File: config.mk
export PLATFORM = sky130hd
export DESIGN_NAME = utxbc_top
export DESIGN_NICKNAME = d
export VERILOG_FILES = /design/src/pkg/utxbc_pkg.sv /design/src/hdl/utxbc_top.sv
export VERILOG_INCLUDE_DIRS = /design/src /design/src/pkg
export SDC_FILE = /design/constraint.sdc
export NUM_CORES = 1
export LEC_CHECK = 0
export BUFFER_PORTS_ARGS = -buffer_cell sky130_fd_sc_hd__buf_4
export CORE_UTILIZATION = 50
export DETAILED_ROUTE_END_ITERATION = 7
export PLACE_DENSITY_LB_ADDON = 0.1
export SLEW_MARGIN = 40
export SYNTH_ARGS = -nofsm -noshare
export SYNTH_HDL_FRONTEND = slang
export SYNTH_SLANG_ARGS = --single-unit
File: constraint.sdc
create_clock -name clk_i -period 1.9 [get_ports clk_i]
set_input_delay 0 -clock clk_i [delete_from_list [all_inputs] [get_ports clk_i]]
set_output_delay 0 -clock clk_i [all_outputs]
set_load 0.005 [all_outputs]
File: src/pkg/utxbc_map.svh
// Register offsets, field positions, reset values and frame counts
`ifndef UTXBC_MAP_SVH
`define UTXBC_MAP_SVH

// Register byte offsets on the APB bus
`define UTXBC_DATA_OFS   8'h00
`define UTXBC_TSR_OFS    8'h04
`define UTXBC_SCR_OFS    8'h08
`define UTXBC_CTRL_OFS   8'h0c
`define UTXBC_RSR_OFS    8'h10
`define UTXBC_ISTAT_OFS  8'h14
`define UTXBC_IMASK_OFS  8'h18

// Control register fields
`define UTXBC_CTRL_SYNC  0
`define UTXBC_CTRL_RXON  1

// Interrupt status and mask fields
`define UTXBC_INT_W      5
`define UTXBC_INT_BE     0
`define UTXBC_INT_UE     1
`define UTXBC_INT_END    2
`define UTXBC_INT_BRK    3
`define UTXBC_INT_OVR    4

// Reset values
`define UTXBC_TSR_RST    8'h80
`define UTXBC_SCR_RST    8'h00

// Bit counts of one character on the line
`define UTXBC_ASYNC_BITS 4'ha
`define UTXBC_SYNC_BITS  4'h8

`endif

File: src/pkg/utxbc_pkg.sv
// Types shared by the transmitter and break control block
package utxbc_pkg;

	// Shifter state: stopped or running on the shift clock
	typedef enum logic [0:0] {
		UTXBC_OFF = 1'b0,
		UTXBC_RUN = 1'b1
	} utxbc_state_t;

	// What the shift register currently holds
	typedef enum logic [1:0] {
		UTXBC_K_IDLE = 2'b00,
		UTXBC_K_DATA = 2'b01,
		UTXBC_K_BRK  = 2'b10
	} utxbc_kind_t;

	// Transmitter status and control, in register bit order 7..0
	typedef struct packed {
		logic tx_holding_vacant;
		logic tx_starved_flag;
		logic auto_turnaround;
		logic fin;
		logic brk;
		logic hi;
		logic lo;
		logic tx_on;
	} utxbc_tsr_t;

	// Receiver buffer flags
	typedef struct packed {
		logic full;
		logic ovr;
		logic brk;
		logic ovr_pend;
		logic brk_pend;
	} utxbc_rx_t;

endpackage

File: src/hdl/utxbc_top.sv
// USART transmitter with break control and receiver flag rules
// Operation
// - Break into full buffer: break flag after read
// - Overrun then break: both flags on read
// - Data write loads buffer; moves set empty
// - Shifter done with empty buffer: underrun
// - Idle: mark in async, sync char otherwise
// - One bit precedes first word after enable
// - Disable: finish word, keep buffered word
// - Disable with empty buffer: no underrun
// - Idle disable halts at next shift edge
// - Break (async mode only) starts after current word, until cleared
// - End event at every break character boundary
// - Buffered char follows break; empty means underrun
// - Disable mid-break: stop, no empty/underrun
// - Flags update regardless of interrupt masks
// - Auto-turnaround enables receiver after last char
//
// The APB interface to the registers and the register addresses were left to the implementer.
`timescale 1ns/1ps
`include "utxbc_map.svh"

module utxbc_top
	import utxbc_pkg::*;
#(
	parameter int DATA_W = 8,
	parameter int ADDR_W = 8
) (
	input  wire logic              clk_i,
	input  wire logic              rst_i,
	input  wire logic              psel_i,
	input  wire logic              penable_i,
	input  wire logic              pwrite_i,
	input  wire logic [ADDR_W-1:0] paddr_i,
	input  wire logic [31:0]       pwdata_i,
	output logic      [31:0]       prdata_o,
	output logic                   pready_o,
	output logic                   pslverr_o,
	input  wire logic              tc_i,
	input  wire logic              rx_word_stb_i,
	input  wire logic [7:0]        rx_word_i,
	input  wire logic              rx_break_stb_i,
	output logic                   so_o,
	output logic                   so_oe_n_o,
	output logic                   loopback_o,
	output logic                   rx_on_o,
	output logic                   irq_o
);

	// The shifter and the character framing are fixed at one byte
	if (DATA_W != 8 || ADDR_W < 8) begin : g_param_chk
		$error("utxbc_top: DATA_W must be 8 and ADDR_W at least 8");
	end

	// Shift clock synchroniser; only stage two and three feed the edge
	logic tc_s1_r, tc_s2_r, tc_s3_r;
	logic tick;

	always_ff @(posedge clk_i or posedge rst_i) begin
		if (rst_i)
			{tc_s3_r, tc_s2_r, tc_s1_r} <= 3'b000;
		else
			{tc_s3_r, tc_s2_r, tc_s1_r} <= {tc_s2_r, tc_s1_r, tc_i};
	end

	assign tick = tc_s2_r & ~tc_s3_r;

	// State registers and their next values
	utxbc_tsr_t         tsr_r, tsr_nxt;
	utxbc_rx_t          rx_r, rx_nxt;
	utxbc_state_t       state_r, state_nxt;
	utxbc_kind_t        kind_r, kind_nxt;
	logic [7:0]         hold_r, hold_nxt;
	logic [9:0]         shf_r, shf_nxt;
	logic [3:0]         cnt_r, cnt_nxt;
	logic [7:0]         scr_r, scr_nxt;
	logic [7:0]         rbuf_r, rbuf_nxt;
	logic               sync_r, sync_nxt;
	logic               rxon_r, rxon_nxt;
	logic [`UTXBC_INT_W-1:0] ist_r, ist_nxt;
	logic [`UTXBC_INT_W-1:0] imsk_r, imsk_nxt;
	logic [`UTXBC_INT_W-1:0] evt;
	logic [31:0]        prdata_r, prdata_nxt;
	logic               pready_r, pready_nxt;
	logic               pslverr_r, pslverr_nxt;
	logic               irq_r, irq_nxt;
	logic               so_r, so_nxt;
	logic               oe_n_r, oe_n_nxt;
	logic               loop_r, loop_nxt;

	// Bus decode
	logic       acc, wr, rd, hit, bound;
	logic [7:0] a;

	assign a   = paddr_i[7:0];
	assign acc = psel_i & penable_i & pready_r;
	assign wr  = acc & pwrite_i & ~pslverr_r;
	assign rd  = acc & ~pwrite_i & ~pslverr_r;
	assign hit = (a == `UTXBC_DATA_OFS) || (a == `UTXBC_TSR_OFS) ||
		(a == `UTXBC_SCR_OFS) || (a == `UTXBC_CTRL_OFS) ||
		(a == `UTXBC_RSR_OFS) || (a == `UTXBC_ISTAT_OFS) ||
		(a == `UTXBC_IMASK_OFS);

	// Character boundary: last bit out, or idle fill may be cut short
	assign bound = tick && state_r == UTXBC_RUN && (cnt_r == 4'h1 ||
		(kind_r == UTXBC_K_IDLE && !tsr_r.tx_on));

	// Next-state logic for the whole block
	always_comb begin
		tsr_nxt     = tsr_r;
		rx_nxt      = rx_r;
		state_nxt   = state_r;
		kind_nxt    = kind_r;
		hold_nxt    = hold_r;
		shf_nxt     = shf_r;
		cnt_nxt     = cnt_r;
		scr_nxt     = scr_r;
		rbuf_nxt    = rbuf_r;
		sync_nxt    = sync_r;
		rxon_nxt    = rxon_r;
		imsk_nxt    = imsk_r;
		evt         = '0;
		prdata_nxt  = prdata_r;
		pslverr_nxt = 1'b0;
		// Zero-wait answer: ready in the first access cycle
		pready_nxt  = psel_i & ~penable_i & ~pready_r;

		// Read data is captured in the setup cycle
		if (psel_i && !penable_i) begin
			pslverr_nxt = ~hit;
			unique case (a)
			`UTXBC_DATA_OFS:  prdata_nxt = {24'h0, rbuf_r};
			`UTXBC_TSR_OFS:   prdata_nxt = {24'h0, tsr_r};
			`UTXBC_SCR_OFS:   prdata_nxt = {24'h0, scr_r};
			`UTXBC_CTRL_OFS:  prdata_nxt = {30'h0, rxon_r, sync_r};
			`UTXBC_RSR_OFS:   prdata_nxt = {29'h0, rx_r.brk, rx_r.ovr,
				rx_r.full};
			`UTXBC_ISTAT_OFS: prdata_nxt = {27'h0, ist_r};
			`UTXBC_IMASK_OFS: prdata_nxt = {27'h0, imsk_r};
			default:          prdata_nxt = 32'h0;
			endcase
		end

		// Register side effects: the clears come first so events win
		if (rd && a == `UTXBC_TSR_OFS)
			tsr_nxt.tx_starved_flag = 1'b0;
		if (rd && a == `UTXBC_RSR_OFS) begin
			rx_nxt.ovr = 1'b0;
			rx_nxt.brk = 1'b0;
		end
		if (rd && a == `UTXBC_DATA_OFS && rx_r.full) begin
			rx_nxt.full     = 1'b0;
			rx_nxt.brk_pend = 1'b0;
			rx_nxt.ovr_pend = 1'b0;
			rx_nxt.brk          = rx_nxt.brk | rx_r.brk_pend;
			rx_nxt.ovr          = rx_nxt.ovr | rx_r.ovr_pend;
			evt[`UTXBC_INT_BRK] = rx_r.brk_pend;
			evt[`UTXBC_INT_OVR] = rx_r.ovr_pend;
		end
		if (wr) begin
			unique case (a)
			`UTXBC_DATA_OFS: begin
				hold_nxt = pwdata_i[7:0];
				tsr_nxt.tx_holding_vacant = 1'b0;
			end
			`UTXBC_TSR_OFS: begin
				tsr_nxt.auto_turnaround = pwdata_i[5];
				tsr_nxt.brk             = pwdata_i[3];
				tsr_nxt.hi              = pwdata_i[2];
				tsr_nxt.lo              = pwdata_i[1];
				tsr_nxt.tx_on           = pwdata_i[0];
				if (pwdata_i[0])
					tsr_nxt.fin = 1'b0;
				else
					tsr_nxt.tx_starved_flag = 1'b0;
			end
			`UTXBC_SCR_OFS: scr_nxt = pwdata_i[7:0];
			`UTXBC_CTRL_OFS: begin
				sync_nxt = pwdata_i[`UTXBC_CTRL_SYNC];
				rxon_nxt = pwdata_i[`UTXBC_CTRL_RXON];
				if (!pwdata_i[`UTXBC_CTRL_RXON])
					rx_nxt = '0;
			end
			`UTXBC_IMASK_OFS: imsk_nxt = pwdata_i[`UTXBC_INT_W-1:0];
			default: ;
			endcase
		end

		// Receiver buffer: a break or overrun into a full buffer is held back; the word is dropped
		if (rxon_r && rx_word_stb_i) begin
			if (!rx_nxt.full) begin
				rx_nxt.full = 1'b1;
				rbuf_nxt    = rx_word_i;
			end else begin
				rx_nxt.ovr_pend = 1'b1;
			end
		end
		if (rxon_r && rx_break_stb_i) begin
			if (rx_nxt.full) begin
				rx_nxt.brk_pend = 1'b1;
			end else begin
				rx_nxt.brk         = 1'b1;
				evt[`UTXBC_INT_BRK] = 1'b1;
			end
		end

		// Shifter: start on the first shift edge after enabling
		if (state_r == UTXBC_OFF) begin
			if (tick && tsr_r.tx_on) begin
				state_nxt = UTXBC_RUN;
				kind_nxt  = UTXBC_K_IDLE;
				shf_nxt   = 10'h001;
				cnt_nxt   = 4'h1;
			end
		end else if (bound) begin
			if (kind_r == UTXBC_K_BRK) begin
				tsr_nxt.fin         = 1'b1;
				evt[`UTXBC_INT_END] = 1'b1;
			end
			if (!tsr_r.tx_on) begin
				// Halt; buffered word stays, no empty or underrun
				state_nxt   = UTXBC_OFF;
				kind_nxt    = UTXBC_K_IDLE;
				tsr_nxt.fin = 1'b1;
				evt[`UTXBC_INT_END] = 1'b1;
				if (tsr_r.auto_turnaround)
					rxon_nxt = 1'b1;
			end else if (tsr_r.brk && !sync_r) begin
				kind_nxt = UTXBC_K_BRK;
				shf_nxt  = 10'h000;
				cnt_nxt  = `UTXBC_ASYNC_BITS;
			end else if (!tsr_nxt.tx_holding_vacant) begin
				// Move into the shifter, freeing the buffer
				kind_nxt = UTXBC_K_DATA;
				tsr_nxt.tx_holding_vacant = 1'b1;
				evt[`UTXBC_INT_BE] = 1'b1;
				shf_nxt = sync_r ? {2'b11, hold_nxt} :
					{1'b1, hold_nxt, 1'b0};
				cnt_nxt = sync_r ? `UTXBC_SYNC_BITS :
					`UTXBC_ASYNC_BITS;
			end else begin
				// Nothing to send: idle fill, underrun once per gap
				if (kind_r != UTXBC_K_IDLE) begin
					tsr_nxt.tx_starved_flag = 1'b1;
					evt[`UTXBC_INT_UE]      = 1'b1;
				end
				kind_nxt = UTXBC_K_IDLE;
				shf_nxt = sync_r ? {2'b11, scr_r} : 10'h3ff;
				cnt_nxt = sync_r ? `UTXBC_SYNC_BITS : 4'h1;
			end
		end else if (tick) begin
			shf_nxt = {1'b1, shf_r[9:1]};
			cnt_nxt = cnt_r - 4'h1;
		end

		// Sticky status, write one to clear; a new event wins
		ist_nxt = ist_r | evt;
		if (wr && a == `UTXBC_ISTAT_OFS)
			ist_nxt = (ist_r & ~pwdata_i[`UTXBC_INT_W-1:0]) | evt;
		irq_nxt = |(ist_nxt & imsk_nxt);

		// Line drive: shifter while running, else the forced level, or released when both levels are clear
		loop_nxt = 1'b0;
		if (state_nxt == UTXBC_RUN) begin
			so_nxt   = shf_nxt[0];
			oe_n_nxt = 1'b0;
		end else begin
			unique case ({tsr_nxt.hi, tsr_nxt.lo})
			2'b00: {so_nxt, oe_n_nxt, loop_nxt} = 3'b110;
			2'b01: {so_nxt, oe_n_nxt, loop_nxt} = 3'b000;
			2'b10: {so_nxt, oe_n_nxt, loop_nxt} = 3'b100;
			2'b11: {so_nxt, oe_n_nxt, loop_nxt} = 3'b101;
			endcase
		end
	end

	// Registers only
	always_ff @(posedge clk_i or posedge rst_i) begin
		if (rst_i) begin
			tsr_r     <= `UTXBC_TSR_RST;
			rx_r      <= '0;
			state_r   <= UTXBC_OFF;
			kind_r    <= UTXBC_K_IDLE;
			hold_r    <= 8'h00;
			shf_r     <= 10'h3ff;
			cnt_r     <= 4'h0;
			scr_r     <= `UTXBC_SCR_RST;
			rbuf_r    <= 8'h00;
			sync_r    <= 1'b0;
			rxon_r    <= 1'b0;
			ist_r     <= '0;
			imsk_r    <= '0;
			prdata_r  <= 32'h0;
			pready_r  <= 1'b0;
			pslverr_r <= 1'b0;
			irq_r     <= 1'b0;
			so_r      <= 1'b1;
			oe_n_r    <= 1'b1;
			loop_r    <= 1'b0;
		end else begin
			tsr_r     <= tsr_nxt;
			rx_r      <= rx_nxt;
			state_r   <= state_nxt;
			kind_r    <= kind_nxt;
			hold_r    <= hold_nxt;
			shf_r     <= shf_nxt;
			cnt_r     <= cnt_nxt;
			scr_r     <= scr_nxt;
			rbuf_r    <= rbuf_nxt;
			sync_r    <= sync_nxt;
			rxon_r    <= rxon_nxt;
			ist_r     <= ist_nxt;
			imsk_r    <= imsk_nxt;
			prdata_r  <= prdata_nxt;
			pready_r  <= pready_nxt;
			pslverr_r <= pslverr_nxt;
			irq_r     <= irq_nxt;
			so_r      <= so_nxt;
			oe_n_r    <= oe_n_nxt;
			loop_r    <= loop_nxt;
		end
	end

	// Outputs straight from flops
	assign prdata_o   = prdata_r;
	assign pready_o   = pready_r;
	assign pslverr_o  = pslverr_r;
	assign so_o       = so_r;
	assign so_oe_n_o  = oe_n_r;
	assign loopback_o = loop_r;
	assign rx_on_o    = rxon_r;
	assign irq_o      = irq_r;

endmodule // utxbc_top

==> reports/summary.txt, run 1 <==
CTS Buffer Depth: 2
Hold Path Depth: 4
diode count: 0
TritonCTS Buffers: 9
endpoints failing hold: 0
Final setup viols: 6
MaxCap Viol Count: 0
Die Width: 96.33 µm
clk root buf: clkbuf_8
Worst-path clk slew: 0.08 ns
GRT Residual Overflow: 0
DRC: 0
global-route wire length before repair: 19.43 mm
initial core utilization: 0.5127
Critical Path RT: 2.18 ns
Final Routed Wirelength: 12.75 mm
H-tree depth: 3
vias per cell: 5.791
violated checks: negative setup slack
non-filler cells, final: 685
Post-Synth XOR/XNOR Area: 0
CP Class: flip-flop to flip-flop
Cells after DPL: 643
CTS tree: done
placed cell area: 5346 µm²
pwr dens: 605.3 nW/µm²
die area: 9279 µm²
GRT Total Usage: 0.2871
largest net degree at the start of global routing: 35
vias in the first global route: 3838
crit-path max FO: 5
skew final: 0.01176 ns
arrival time worst endpoint: 2.27 ns
synth warn: 0
sequential fraction of the synthesis area: 0.4705
max_slew headroom: 0.5390
final worst-path cycle share: 1.045
mux cell area share after synthesis: 0.08943
hold crit path type: input pin to flip-flop
status: finished with violations
worst skew pair latency: 0.36 ns
count leader, synth: dfrtp_1
Final min period: 1.985 ns
area share of the largest cell type after synthesis: 0.3937
flop2flop setup slack: -0.09 ns
compound-gate portion of the synthesized area: 0.1819
Final #Nets: 630
Power Total: 0.003551 W
top_reg_cell synth: dfrtp_1
crit-path cells: nand4b_1, or4_4, mux2_4, o21a_1, a221o_1
# port buffers: 46
Final Util: 0.6760
First-pass DRT Iterations: 5
Syn Area/Cell: 10.07 µm²
peak supply drop: 0.4254 mV
# clock sinks: 83
core area: 8678 µm²
Reg2Reg Depth: 5
Synth Area in Adders: 0.005624
Die Span Y: 96.33 µm
Synth Area in Simple Gates: 0.1774
via count: 3967
Syn-to-layout area delta: 31.86%
Synth area leader: dfrtp_1
Worst path max stage delay: 0.58 ns
Commonest cells post-synth: 70 x dfrtp_1, 59 x nand2_1, 28 x o21ai_0
critical path startpoint category: flip-flop
number of synthesized register bits: 83
setup ws final: -0.08524 ns
share of layout cells above drive strength 1: 0.3588
final count of pins violating max slew: 0
Lkg Pwr: 2.680 nW
Slowest-stage cell, CP: or4_4
RSZ-0062 raised after global routing: yes
post-DP HPWL: 9.615 mm
initial antenna violation count: 0
Unique masters post-synth: 65
Worst-Margin Slew: 0.6852 ns
Routed Antenna Nets: 0
wire length per cell: 18.61 µm
EDFF count, synth: 0
Layout fillers: 710
main area contributors after synthesis: dfrtp_1 39%, dfstp_2 7.7%, mux2_2 6.1%, nand2_1 5.0%, buf_4 4.0%
hold_ws: 0.03342 ns
Netlist Area Pre-Place: 4449 µm²
row count: 34
post-route cell area: 5867 µm²
Post-synth ARST share: 1.000
final RePlAce weighted congestion: 0.9707
iteration-0 DRC count of the detailed router: 250
main combinational cell family by area after synthesis: compound AO/OA/AOI/OAI gates
FMAX: 503.7 MHz
io pins: 95
Setup crit end kind: flip-flop
Post-Syn Instances: 442
==> metrics by stage <==
| stage | setup slack [ns] | setup TNS [ns] |
|---|---|---|
| after floorplan | -0.1429 | -0.7472 |
| after global placement | -0.1599 | -2.462 |
| after detailed placement | -0.1681 | -2.674 |
| after CTS | -0.08136 | -0.2944 |
| after global routing | -0.1160 | -1.070 |
| final | -0.08524 | -0.2443 |
==> layer usage <==
metal / global-route usage / wire length, µm / part of all wire
met2: 0.4805 / 6340 / 0.50
met5: 0 / 0 / 0
met4: 0.1225 / 381 / 0.030
met1: 0.3634 / 5456 / 0.43
met3: 0.05292 / 567 / 0.044
==> power breakdown <==
part | internal (W) | leakage, nW | switching (W)
Clock | 0.000610 | 0.0889 | 0.000659
Sequential | 0.00184 | 1.04 | 0.0000373
Combinational | 0.000202 | 1.55 | 0.000207
Total | 0.00265 | 2.68 | 0.000904
==> final timing paths <==
path | startpoint | end
min in group asynchronous | rst_i | imsk_r[2]$_DFF_PP0_
setup reg to reg | pslverr_o$_DFF_PP0_ | shf_r[8]$_DFFE_PP1P_
hold / removal | paddr_i[1] | pslverr_o$_DFF_PP0_
max in group asynchronous | rst_i | shf_r[6]$_DFFE_PP1P_
setup / recovery | pslverr_o$_DFF_PP0_ | shf_r[8]$_DFFE_PP1P_
hold reg to reg | tc_s1_r$_DFF_PP0_ | tc_s2_r$_DFF_PP0_
==> sequential cells by signal, summed over array words and instances, names as in the netlist, 5 cells and up <==
| name | count |
|---|---|
| rbuf_r | 8 |
| shf_r | 10 |
| rx_r | 5 |
| prdata_o | 8 |
| imsk_r | 5 |
| ist_r | 5 |
| hold_r | 8 |
| scr_r | 8 |
| tsr_r | 8 |
==> cells by family after synthesis <==
logic type	count (synthesis)
other	1
AND/OR/NAND/NOR	154
flip-flops	83
buffers and inverters	59
multiplexers	35
AO/OA/AOI/OAI	108
adder cells (fa/ha/maj)	2
==> area by class of cell <==
type | instances | area (µm²) | area share
Clock buffer | 10 | 127.6 | 0.02175
Timing Repair Buffer | 144 | 1162 | 0.1981
Sequential cell | 83 | 2093 | 0.3568
Inverter | 11 | 45.04 | 0.007678
Tap cell | 108 | 135.1 | 0.02303
Clock inverter | 6 | 66.31 | 0.01130
Multi-Input combinational cell | 323 | 2237 | 0.3813
==> worst max-delay path: cells and delay by family (launching register included) <==
| family | cells | cell delay (ns) |
|---|---|---|
| AO/OA/AOI/OAI | 2 | 0.43 |
| flip-flops | 1 | 0.38 |
| multiplexers | 1 | 0.33 |
| AND/OR/NAND/NOR | 2 | 0.79 |
==> placed cells by master, fill, tap and decap left out, types with 10 or more instances in the layout <==
cell,Yosys,routed
dlygate4sd3_1,0,21
nand2_1,59,57
o21ai_0,28,27
dfrtp_1,70,70
dfstp_2,13,13
buf_4,24,120
nand3_1,11,10
nor2_1,26,25
conb_1,1,24
mux2_2,24,24
==> timing repair <==
item,in CTS,in global routing
gates cloned,0,0
setup buffers,2,3
pin swaps,7,3
gates resized for setup,8,10
endpoints found under the hold margin,51,0
setup endpoints to repair,24,24
hold buffers,21,0
Power figures use the tool's default switching activity.
==> run 2, diff against run 1 <==
- CORE_MARGIN: unset -> 8
==> run 2 against run 1 <==
  * The flow still finishes with violations (negative setup slack)
  * Sequential power about the same
  * Sequential cell count unchanged
  * Global-route usage down 6.2 points
  * Register-to-register slack worse by 0.04 ns
  * Utilization up 0.43 points
  * Worst hold slack better by 0.019 ns
==> reports/summary.txt, run 2 (synthesized netlist as in run 1, its figures left out) <==
initial core utilization: 0.5127
Gate power share: 0.108
Setup TNS: -0.6628 ns
die area: 12170 µm²
TritonCTS Buffers: 9
diode count: 0
placed cell area: 5304 µm²
Pint: 0.002796 W
final worst-path cycle share: 1.066
Critical Path RT: 2.19 ns
DRC: 0
switching power: 0.0009571 W
M1 wire length: 5.737 mm
# port buffers: 46
FMAX: 493.9 MHz
Worst-Margin Slew: 0.5118 ns
GRT Total Usage: 0.2251
part of the power in the clock network: 0.393
violated checks: negative setup slack
Setup crit end kind: flip-flop
top layer in use: met4
Power Total: 0.003753 W
DR WL met3: 720 µm
iteration-0 DRC count of the detailed router: 257
Die Width: 110.3 µm
Lkg Pwr: 2.696 nW
Syn-to-layout area delta: 32.71%
Hold Path Depth: 4
Final Routed Wirelength: 13.50 mm
leading cell type in the layout, fill and taps excluded: buf_4
MaxCap Viol Count: 0
commonest non-fill, non-tap cells in the layout: 113 x buf_4, 70 x dfrtp_1, 57 x nand2_1
flop2flop setup slack: -0.12 ns
setup ws final: -0.1249 ns
initial antenna violation count: 0
hold crit path type: input pin to flip-flop
crit-path max FO: 4
peak supply drop: 0.4371 mV
worst skew pair latency: 0.36 ns
pwr dens: 635.7 nW/µm²
vias per cell: 5.853
via count: 3992
row count: 34
Final min period: 2.025 ns
Largest register FFs: 10
Min-Delay Startpoint: paddr_i[0]
GRT Residual Overflow: 0
status: finished with violations
wire length per cell: 19.79 µm
Final Util: 0.6804
Final setup viols: 18
H-tree depth: 3
WL met2: 6.760 mm
skew final: 0.01106 ns
Die Span Y: 110.3 µm
final RePlAce weighted congestion: 0.8975
First-pass DRT Iterations: 5
post-DP HPWL: 10.16 mm
largest net degree at the start of global routing: 46
critical path startpoint category: flip-flop
post-route cell area: 5904 µm²
CTS tree: done
io pins: 95
Worst-path clk slew: 0.09 ns
CP Class: flip-flop to flip-flop
worst r2r dst: shf_r[8]$_DFFE_PP1P_
Reg2Reg Depth: 5
Reg power frac: 0.499
endpoints failing hold: 0
Largest Register: shf_r
core area: 8678 µm²
max_slew headroom: 0.6552
Final #Nets: 627
clk root buf: clkbuf_8
worst r2r src: pslverr_o$_DFF_PP0_
vias in the first global route: 4032
global-route wire length before repair: 21.01 mm
CTS Buffer Depth: 2
switch share: 0.2550
share of layout cells above drive strength 1: 0.3624
final count of pins violating max slew: 0
RSZ-0062 raised after global routing: yes
arrival time worst endpoint: 2.31 ns
Routed Antenna Nets: 0
hold path endpoint: pslverr_o$_DFF_PP0_
worst slack, placed: -0.1710 ns
# clock sinks: 83
## run 2: cell count changes in the layout (fill, tap and decap cells not counted), sizes merged
cell      change
clkinvlp      -2
clkbuf        -1
buf           -3
clkinv        -1
bufinv        +1
inv           +3
## run 2: worst max path at each step
stage                              startpoint                    to  slack, ns  cells past startpoint
after floorplan                    paddr_i[5]  shf_r[8]$_DFFE_PP1P_      -0.14                      7
after global placement             paddr_i[1]       irq_o$_DFF_PP0_      -0.22                      7
after detailed placement           paddr_i[1]       irq_o$_DFF_PP0_      -0.17                      7
final                     pslverr_o$_DFF_PP0_  shf_r[8]$_DFFE_PP1P_      -0.12                      5
after CTS                 pslverr_o$_DFF_PP0_  shf_r[8]$_DFFE_PP1P_      -0.09                      5
after global routing      pslverr_o$_DFF_PP0_  shf_r[8]$_DFFE_PP1P_      -0.17                      5
## run 2: critical path, cell delays in order (launching register included)
cell	delay [ns]
dfrtp_1	0.39
nand4b_1	0.24
or4_4	0.58
mux2_4	0.33
o21a_1	0.16
a221o_1	0.25
## run 2: power groups by stage
stage / combinational, W / clock (W) / sequential [W]
2_1_floorplan: 0.000201 / 0 / 0.00190
3_3_place_gp: 0.000348 / 0 / 0.00190
3_5_place_dp: 0.000356 / 0 / 0.00190
4_1_cts: 0.000396 / 0.00152 / 0.00187
5_1_grt: 0.000447 / 0.00157 / 0.00188
6_report: 0.000406 / 0.00148 / 0.00187
## run 2: metrics by stage
step / hold WS [ns] / instances
final: 0.05208 / 682
after global routing: 0.05410 / 682
after CTS: 0.02961 / 678
after detailed placement: 0.05267 / 639
after global placement: 0.04509 / 639
after floorplan: 0.03143 / 465
## run 2: per-layer routing
layer	GRT usage	vias up
met2	0.3774	135
li1	-	1850
met4	0.08849	0
met1	0.2799	1983
met3	0.04302	24
met5	0	-
## run 2: cell type report
type | count | area, µm²
Clock inverter | 7 | 105.1
Clock buffer | 9 | 123.9
Fill cell | 710 | 2774
Multi-Input combinational cell | 323 | 2256
Tap cell | 108 | 135.1
Inverter | 11 | 45.04
Sequential cell | 83 | 2093
Timing Repair Buffer | 141 | 1146
## run 2: repair_timing
item,in CTS,in global routing
pin swaps,5,2
hold buffers,21,0
setup endpoints to repair,23,24
buffers inserted,2,4
hold endpoints to repair,51,0
cloned,0,0
gates resized for setup,10,17
